--- src/inc/pgb_pkg.sv ---
// pgb_pkg: constants, types and register map of the second power-good aggregator
package pgb_pkg;

    // clock and rise-delay timing
    localparam int unsigned     PGB_CLK_HZ          = 125_000_000;  // system clock rate
    localparam int unsigned     PGB_RISE_DELAY_MS   = 11;           // rise hold-off in ms
    // least time, so rounded up to whole cycles
    localparam longint unsigned PGB_RISE_DELAY_CYC_L =
        (longint'(PGB_RISE_DELAY_MS) * longint'(PGB_CLK_HZ) + 64'd999) / 64'd1000;
    localparam int              PGB_RISE_DELAY_CYC  = int'(PGB_RISE_DELAY_CYC_L);
    localparam int              PGB_CNT_W           = 21;           // holds 1,375,000

    // register offsets on the plain register port
    localparam logic [7:0]      PGB_OFF_SELECT      = 8'h1A;        // source select
    localparam logic [7:0]      PGB_OFF_FAULT       = 8'h1B;        // fault flags, w1c
    localparam logic [7:0]      PGB_OFF_IRQ_STATUS  = 8'h30;        // sticky events, ro
    localparam logic [7:0]      PGB_OFF_IRQ_ENABLE  = 8'h31;        // event enables, rw
    localparam logic [7:0]      PGB_OFF_IRQ_CLEAR   = 8'h32;        // event clear, wo

    // field positions, shared by select, fault and interrupt registers
    localparam int              PGB_BIT_RISE_DLY    = 7;
    localparam int              PGB_BIT_THERMAL     = 6;
    localparam int              PGB_BIT_ANALOG      = 5;
    localparam int              PGB_BIT_MON_B       = 4;
    localparam int              PGB_BIT_MON_A       = 3;
    localparam int              PGB_BIT_STEP_UP     = 2;
    localparam int              PGB_BIT_STEP_DN_B   = 1;
    localparam int              PGB_BIT_STEP_DN_A   = 0;
    localparam int              PGB_NUM_SRC         = 7;

    // values after reset
    localparam logic [7:0]      PGB_SELECT_RST      = 8'h00;
    localparam logic [6:0]      PGB_FLAGS_RST       = 7'h00;
    localparam logic [7:0]      PGB_RDATA_RST       = 8'h00;

    // output sequencing states
    typedef enum logic [1:0] {
        PGB_ST_LOW  = 2'b00,    // output inactive
        PGB_ST_WAIT = 2'b01,    // all good, rise delay running
        PGB_ST_GOOD = 2'b10     // output active
    } pgb_state_t;

    // one register-port request
    typedef struct packed {
        logic [7:0] addr;
        logic [7:0] wdata;
        logic       wr_stb;
        logic       rd_stb;
    } pgb_bus_req_t;

    // monitored sources, packed in field order 6..0
    typedef struct packed {
        logic thermal_warning;          // high = warning active
        logic analog_supply_input;      // high = above threshold
        logic ext_voltage_monitor_b;
        logic ext_voltage_monitor_a;
        logic step_up_rail;
        logic step_down_rail_b;
        logic step_down_rail_a;
    } pgb_src_t;

endpackage : pgb_pkg

--- src/core/pgb_rise_timer.sv ---
// pgb_rise_timer: counts the rise hold-off while the run level is high
`timescale 1ns/1ps
module pgb_rise_timer #(
    parameter int CNT_W = pgb_pkg::PGB_CNT_W,
    parameter int LIMIT = pgb_pkg::PGB_RISE_DELAY_CYC
) (
    input  logic clk_sys,
    input  logic sys_rst,
    input  logic run,
    output logic done
);

    logic [CNT_W-1:0] count_reg;   // cycles spent with run high
    logic [CNT_W-1:0] count_next;

    // done in the cycle that completes LIMIT cycles of run
    assign done = run && (count_reg == CNT_W'(LIMIT - 1));

    // restart from zero whenever run drops, so each wait is full length
    assign count_next = !run ? '0 : (done ? count_reg : count_reg + CNT_W'(1));

    // counter register
    always_ff @(posedge clk_sys) begin
        if (sys_rst) begin
            count_reg <= '0;
        end else begin
            count_reg <= count_next;
        end
    end

endmodule : pgb_rise_timer

--- src/core/pgb_aggregator.sv ---
// pgb_aggregator: second power-good output, source select, fault flags, interrupt
`timescale 1ns/1ps
// What this block does
// - select bit 7 delays output rise 11 ms
// - select bit 6 lets thermal warning drop output
// - select bit 5 includes analog supply input
// - select bit 4 includes external monitor b
// - select bit 3 includes external monitor a
// - select bit 2 includes step-up rail
// - select bit 1 includes step-down rail b
// - select bit 0 includes step-down rail a
// - select bits 6..0 load defaults from configuration memory
// - thermal fault flag bit 6, w1c when clear
// - analog supply fault flag bit 5, w1c when valid
// - monitor b fault flag bit 4, w1c when valid
// - monitor a fault flag bit 3, w1c when valid
// - step-up fault flag bit 2, w1c when valid
// - step-down b fault flag bit 1, w1c when valid
// - step-down a fault flag bit 0, w1c when valid
module pgb_aggregator #(
    parameter int RISE_DELAY_CYC = pgb_pkg::PGB_RISE_DELAY_CYC,  // rise hold-off in cycles
    parameter int CNT_W          = pgb_pkg::PGB_CNT_W            // hold-off counter width
) (
    input  logic                 clk_sys,           // 125 MHz system clock
    input  logic                 sys_rst,           // synchronous reset, active high
    input  pgb_pkg::pgb_bus_req_t bus_req,          // register port request
    output logic [7:0]           rd_data,           // read data, cycle after rd_stb
    input  pgb_pkg::pgb_src_t    src,               // monitored source levels
    input  logic [6:0]           otp_select,        // configuration-memory select defaults
    output logic                 power_good_out_b,  // second power-good, high = good
    output logic                 irq                // level interrupt
);

    // ------------------------------------------------------------------
    // register-port decode
    // ------------------------------------------------------------------

    // address match used by the write decode; the read path decodes the address in its own case
    function automatic logic pgb_hit(input logic [7:0] addr, input logic [7:0] off);
        pgb_hit = (addr == off);
    endfunction : pgb_hit

    wire wr_select  = bus_req.wr_stb && pgb_hit(bus_req.addr, pgb_pkg::PGB_OFF_SELECT);
    wire wr_fault   = bus_req.wr_stb && pgb_hit(bus_req.addr, pgb_pkg::PGB_OFF_FAULT);
    wire wr_irq_en  = bus_req.wr_stb && pgb_hit(bus_req.addr, pgb_pkg::PGB_OFF_IRQ_ENABLE);
    wire wr_irq_clr = bus_req.wr_stb && pgb_hit(bus_req.addr, pgb_pkg::PGB_OFF_IRQ_CLEAR);

    // ------------------------------------------------------------------
    // state
    // ------------------------------------------------------------------

    logic [7:0]             select_reg;       // rise-delay enable plus source selects
    logic [7:0]             select_next;
    logic                   otp_loaded_reg;   // defaults taken after reset release
    logic [6:0]             fault_reg;        // sticky fault flags
    logic [6:0]             fault_next;
    logic [6:0]             irq_status_reg;   // sticky interrupt events
    logic [6:0]             irq_status_next;
    logic [6:0]             irq_enable_reg;   // interrupt enables
    logic [6:0]             irq_enable_next;
    logic [7:0]             rd_data_reg;      // registered read answer
    logic [7:0]             rd_data_next;
    pgb_pkg::pgb_state_t    state_reg;        // output sequencing
    pgb_pkg::pgb_state_t    state_next;

    // ------------------------------------------------------------------
    // source qualification
    // ------------------------------------------------------------------

    // ok[i] is high while source i reports valid, whatever the select
    wire [6:0] src_ok;
    assign src_ok[pgb_pkg::PGB_BIT_THERMAL]   = ~src.thermal_warning;
    assign src_ok[pgb_pkg::PGB_BIT_ANALOG]    = src.analog_supply_input;
    assign src_ok[pgb_pkg::PGB_BIT_MON_B]     = src.ext_voltage_monitor_b;
    assign src_ok[pgb_pkg::PGB_BIT_MON_A]     = src.ext_voltage_monitor_a;
    assign src_ok[pgb_pkg::PGB_BIT_STEP_UP]   = src.step_up_rail;
    assign src_ok[pgb_pkg::PGB_BIT_STEP_DN_B] = src.step_down_rail_b;
    assign src_ok[pgb_pkg::PGB_BIT_STEP_DN_A] = src.step_down_rail_a;

    // a masked source always passes, a selected one passes only while valid
    wire [6:0] src_pass;
    assign src_pass[6] = ~select_reg[6] | src_ok[6];
    assign src_pass[5] = ~select_reg[5] | src_ok[5];
    assign src_pass[4] = ~select_reg[4] | src_ok[4];
    assign src_pass[3] = ~select_reg[3] | src_ok[3];
    assign src_pass[2] = ~select_reg[2] | src_ok[2];
    assign src_pass[1] = ~select_reg[1] | src_ok[1];
    assign src_pass[0] = ~select_reg[0] | src_ok[0];

    wire all_ok    = &src_pass;
    wire delay_en  = select_reg[pgb_pkg::PGB_BIT_RISE_DLY];
    wire [6:0] src_bad = ~src_pass;                      // selected and invalid

    // ------------------------------------------------------------------
    // rise hold-off timer
    // ------------------------------------------------------------------

    wire timer_done;
    pgb_rise_timer #(
        .CNT_W (CNT_W),
        .LIMIT (RISE_DELAY_CYC)
    ) u_rise_timer (
        .clk_sys (clk_sys),
        .sys_rst (sys_rst),
        .run     (state_reg == pgb_pkg::PGB_ST_WAIT),
        .done    (timer_done)
    );

    // ------------------------------------------------------------------
    // output sequencing
    // ------------------------------------------------------------------

    // any selected invalid source drops the output on the next edge
    always_comb begin
        state_next = state_reg;
        case (state_reg)
            pgb_pkg::PGB_ST_LOW: begin
                if (all_ok) begin
                    // with the delay on, stay low until the timer expires
                    state_next = delay_en ? pgb_pkg::PGB_ST_WAIT : pgb_pkg::PGB_ST_GOOD;
                end
            end
            pgb_pkg::PGB_ST_WAIT: begin
                if (!all_ok) begin
                    state_next = pgb_pkg::PGB_ST_LOW;
                end else if (timer_done) begin
                    state_next = pgb_pkg::PGB_ST_GOOD;
                end
            end
            pgb_pkg::PGB_ST_GOOD: begin
                if (!all_ok) begin
                    state_next = pgb_pkg::PGB_ST_LOW;
                end
            end
            default: begin
                state_next = pgb_pkg::PGB_ST_LOW;
            end
        endcase
    end

    // ------------------------------------------------------------------
    // source select register
    // ------------------------------------------------------------------

    // first edge after release takes the configuration defaults; the delay
    // bit has no stored default and keeps its reset value
    assign select_next = !otp_loaded_reg ? {select_reg[7], otp_select}
                       : wr_select       ? bus_req.wdata
                       :                   select_reg;

    // ------------------------------------------------------------------
    // fault flags
    // ------------------------------------------------------------------

    // write one clears a flag only while its source is valid again; a clear
    // and a set cannot meet since the set needs the source invalid
    wire [6:0] fault_clr = wr_fault ? (bus_req.wdata[6:0] & src_ok) : 7'h00;
    genvar gi;
    generate
        for (gi = 0; gi < pgb_pkg::PGB_NUM_SRC; gi++) begin : g_fault
            // set wins over clear, flag held otherwise
            assign fault_next[gi] = src_bad[gi] | (fault_reg[gi] & ~fault_clr[gi]);
        end
    endgenerate

    // ------------------------------------------------------------------
    // interrupt
    // ------------------------------------------------------------------

    // an event is a fault flag being newly set
    wire [6:0] irq_event = src_bad & ~fault_reg;
    wire [6:0] irq_clr   = wr_irq_clr ? bus_req.wdata[6:0] : 7'h00;
    assign irq_status_next = irq_event | (irq_status_reg & ~irq_clr);
    assign irq_enable_next = wr_irq_en ? bus_req.wdata[6:0] : irq_enable_reg;
    assign irq             = |(irq_status_reg & irq_enable_reg);

    // ------------------------------------------------------------------
    // read path
    // ------------------------------------------------------------------

    // unmapped and write-only offsets read zero; reserved bit 7 reads zero
    always_comb begin
        rd_data_next = pgb_pkg::PGB_RDATA_RST;
        if (bus_req.rd_stb) begin
            case (bus_req.addr)
                pgb_pkg::PGB_OFF_SELECT:     rd_data_next = select_reg;
                pgb_pkg::PGB_OFF_FAULT:      rd_data_next = {1'b0, fault_reg};
                pgb_pkg::PGB_OFF_IRQ_STATUS: rd_data_next = {1'b0, irq_status_reg};
                pgb_pkg::PGB_OFF_IRQ_ENABLE: rd_data_next = {1'b0, irq_enable_reg};
                default:                     rd_data_next = pgb_pkg::PGB_RDATA_RST;
            endcase
        end
    end

    assign rd_data          = rd_data_reg;
    assign power_good_out_b = (state_reg == pgb_pkg::PGB_ST_GOOD);

    // ------------------------------------------------------------------
    // registers
    // ------------------------------------------------------------------

    // control and sequencing state
    always_ff @(posedge clk_sys) begin
        if (sys_rst) begin
            select_reg     <= pgb_pkg::PGB_SELECT_RST;
            otp_loaded_reg <= 1'b0;
            state_reg      <= pgb_pkg::PGB_ST_LOW;
        end else begin
            select_reg     <= select_next;
            otp_loaded_reg <= 1'b1;
            state_reg      <= state_next;
        end
    end

    // flags, interrupt and read answer
    always_ff @(posedge clk_sys) begin
        if (sys_rst) begin
            fault_reg      <= pgb_pkg::PGB_FLAGS_RST;
            irq_status_reg <= pgb_pkg::PGB_FLAGS_RST;
            irq_enable_reg <= pgb_pkg::PGB_FLAGS_RST;
            rd_data_reg    <= pgb_pkg::PGB_RDATA_RST;
        end else begin
            fault_reg      <= fault_next;
            irq_status_reg <= irq_status_next;
            irq_enable_reg <= irq_enable_next;
            rd_data_reg    <= rd_data_next;
        end
    end

    // per-source flag behaviour
    generate
        for (gi = 0; gi < pgb_pkg::PGB_NUM_SRC; gi++) begin : g_chk

        end
    endgenerate
endmodule : pgb_aggregator

--- config.mk ---
export PLATFORM = sky130hd
export DESIGN_NAME = pgb_aggregator
export DESIGN_NICKNAME = d
export VERILOG_FILES = /design/src/inc/pgb_pkg.sv /design/src/core/pgb_rise_timer.sv /design/src/core/pgb_aggregator.sv
export SDC_FILE = /design/constraint.sdc
export NUM_CORES = 1
export LEC_CHECK = 0
export BUFFER_PORTS_ARGS = -buffer_cell sky130_fd_sc_hd__buf_2
export CAP_MARGIN = 20
export CORE_MARGIN = 1
export CORE_UTILIZATION = 62
export DETAILED_ROUTE_END_ITERATION = 7
export PLACE_DENSITY = 0.87
export SYNTH_ARGS = -nofsm -noshare
export SYNTH_HDL_FRONTEND = slang
export SYNTH_HIERARCHICAL = 1
export SYNTH_SLANG_ARGS = --single-unit
export TNS_END_PERCENT = 30
--- constraint.sdc ---
create_clock -name clk_sys -period 5.69 [get_ports clk_sys]
set_input_delay 1.707 -clock clk_sys [delete_from_list [all_inputs] [get_ports clk_sys]]
set_output_delay 1.707 -clock clk_sys [all_outputs]
set_load 0.03 [all_outputs]
==> out/results.tsv <==
metric	value	unit
clk_root_buffer_cell	clkbuf_8	
port_buffers	43	
cp-start-kind	primary input	
cts_resized	0	
drt_iter0_drc	385	
crit_type	in2reg	
dpl.hpwl	5.77	mm
grt_pass1_vias	2680	
cts_tree	built	
cp-startpoint	bus_req[16]	
synth_seq_cells	61	
hold_start	fault_reg[3]	
cts_made_buffers	9	
dr.pass1.iters	5	
finClkSkew	0.0115	ns
die_w	73.7	µm
drc_errors	0	
yosys.area.top_type	dfxtp_1	
clk_pin_slew_worst_paths	0.06	ns
wirelength	8.49	mm
multi_input_area	0.00180	mm²
cts_max_path_buffers	2	
p_leak	1.24	nW
cts.sinks	61	
required	5.88	ns
overflow	0	
tns	0	ns
ys_top_cells_by_area	dfxtp_1 (38%), mux2_2 (5.0%), a21oi_1 (4.6%)	
fmax	299	MHz
grt_pass1_wl	13.1	mm
synthMuxAreaShare	4.95	%
synth_compound_area_share	19.1	%
ios	44	
synth.yosys.seq_area_share	38.3	%
layout_commonest_cell	dfxtp_1	
grtUsageMet3	10.3	%
syn_nets	402	
synthAdderAreaFrac	0.393	%
worstPathArrival	3.54	ns
synth-simple-area-share	29.1	%
relSlewSlack	34.0	%
syn_area_per_cell	8.68	µm²
insertedDiodeCount	0	
grt_max_degree	33	
coreArea	0.00482	mm²
min_period_over_period	58.9	%
maxCapViolCount	0	
reg2reg_from	u_rise_timer/count_reg[5]	
synthArstFlopShare	0	%
syn_inst	367	
drive_gt1_share	24.0	%
initial_core_util	66.1	%
critical_path.max_fanout	23	
dieArea	0.00543	mm²
end_kind	flop	
ys_warn_count	6	
hold_buffers	0	
drt-wirelength-per-cell	18.0	µm
ant_nets	0	
place_area	0.00340	mm²
fin_nets	434	
ir_drop	0.000199	V
final_cell_mix	dfxtp_1 (61), buf_2 (43), a21oi_1 (29)	
gp_congestion	0.894	
synth_area	0.00318	mm²
rows	25	
p_per_area	261	mW/mm²
postCtsSetupBuffers	0	
num-fill-cells	366	
run_status	finished clean	
h-tree-depth	3	
whs_path_depth	2	
regArea	0.00122	mm²
synthFlopType	dfxtp_1	
finalCriticalPeriod	3.35	ns
synth_top_cell_area_share	38.3	%
use_met2	47.6	%
finalHoldViolations	0	
reg2reg_depth	6	
slew_viol_final	0	
clkLatencyLatePin	0.35	ns
setup_viol	0	
yosysUniqueCellTypes	54	
syn_to_final_growth	13.2	%
busiest_layer	met2	
synth_xor_area_share	2.75	%
antenna_found_initial	0	
grt.total_usage	32.4	%
met1_usage	44.9	%
synth_edf_count	0	
hp-class	reg2reg	
synth_top_family_by_area	simple AND/OR/NAND/NOR gates	
vias_per_cell	6.80	
fin_area	0.00361	mm²
largest_register_ffs	21	
vias	3204	
die_y	73.7	µm
worst_pin_slew	0.984	ns
rsz0062_at_grt	no	
[power breakdown]
group	switching [mW]	total [mW]	leakage (nW)	internal, mW
sequential	0.0104	0.447	0.495	0.437
clock	0.169	0.416	0.101	0.246
combinational	0.0469	0.0792	0.640	0.0323
[cells by family (layout without fill, tap and decap cells)]
group,Yosys count,after routing
AND/OR/NAND/NOR,151,151
AO/OA/AOI/OAI,90,90
flip-flops,61,61
buffers and inverters,40,77
multiplexers,14,14
XOR/XNOR,10,10
adder cells (fa/ha/maj),1,1
[through the flow]
stage / cells / utilization (%) / hold WS [ns] / power, mW / setup slack (ns)
after global placement: 455 / 70.5 / 0.453 / 0.529 / 2.16
after global routing: 471 / 74.9 / 0.506 / 0.969 / 2.24
after detailed placement: 455 / 70.5 / 0.474 / 0.532 / 2.06
final: 471 / 74.9 / 0.483 / 0.942 / 2.34
after floorplan: 367 / - / 0.447 / 0.502 / 2.85
after CTS: 471 / 74.9 / 0.482 / 0.942 / 2.35
[cell usage after synthesis, types with 3 or more instances]
cell type,instances
o41ai_1,13
nand4b_1,8
nor3b_1,3
o21bai_1,3
nand2b_1,8
nand4_1,21
nor3_1,12
o21ai_0,5
dfxtp_1,61
mux2_2,14
xnor2_1,10
a21oi_1,29
or2_2,8
nor2_1,18
buf_2,3
clkbuf_1,19
a31o_2,4
nor4_1,13
nand3_1,11
nand2_1,17
and3_1,4
a31oi_1,16
o2111ai_1,3
or3_1,5
nor2b_1,3
o31ai_1,8
inv_1,15
[layout make-up]
| type | count | share of cell area, % |
|---|---|---|
| Clock buffer | 12 | 3.75 |
| Clock inverter | 4 | 2.01 |
| Inverter | 15 | 1.56 |
| Multi-Input combinational cell | 266 | 49.9 |
| Sequential cell | 61 | 33.9 |
| Tap cell | 67 | 2.32 |
| Timing Repair Buffer | 46 | 6.59 |
[worst max-delay path, stage by stage]
cell and delay [ns]:
buf_2 0.12, nand4bb_1 0.85, o41ai_1 0.73, a21oi_1 0.13
[worst paths after layout]
path	end	slack, ns
hold / removal	fault_reg[3]	0.48
setup reg to reg	state_reg[1]	3.36
setup / recovery	irq_status_reg[4]	2.34
hold reg to reg	fault_reg[3]	0.48
[metal layers]
metal  share of wire, %  wire length (µm)
met1                 43              3650
met2                 43              3690
met3                 11               934
met4                2.6               219
met5                  0                 0
(Power assumes the default switching activity.)
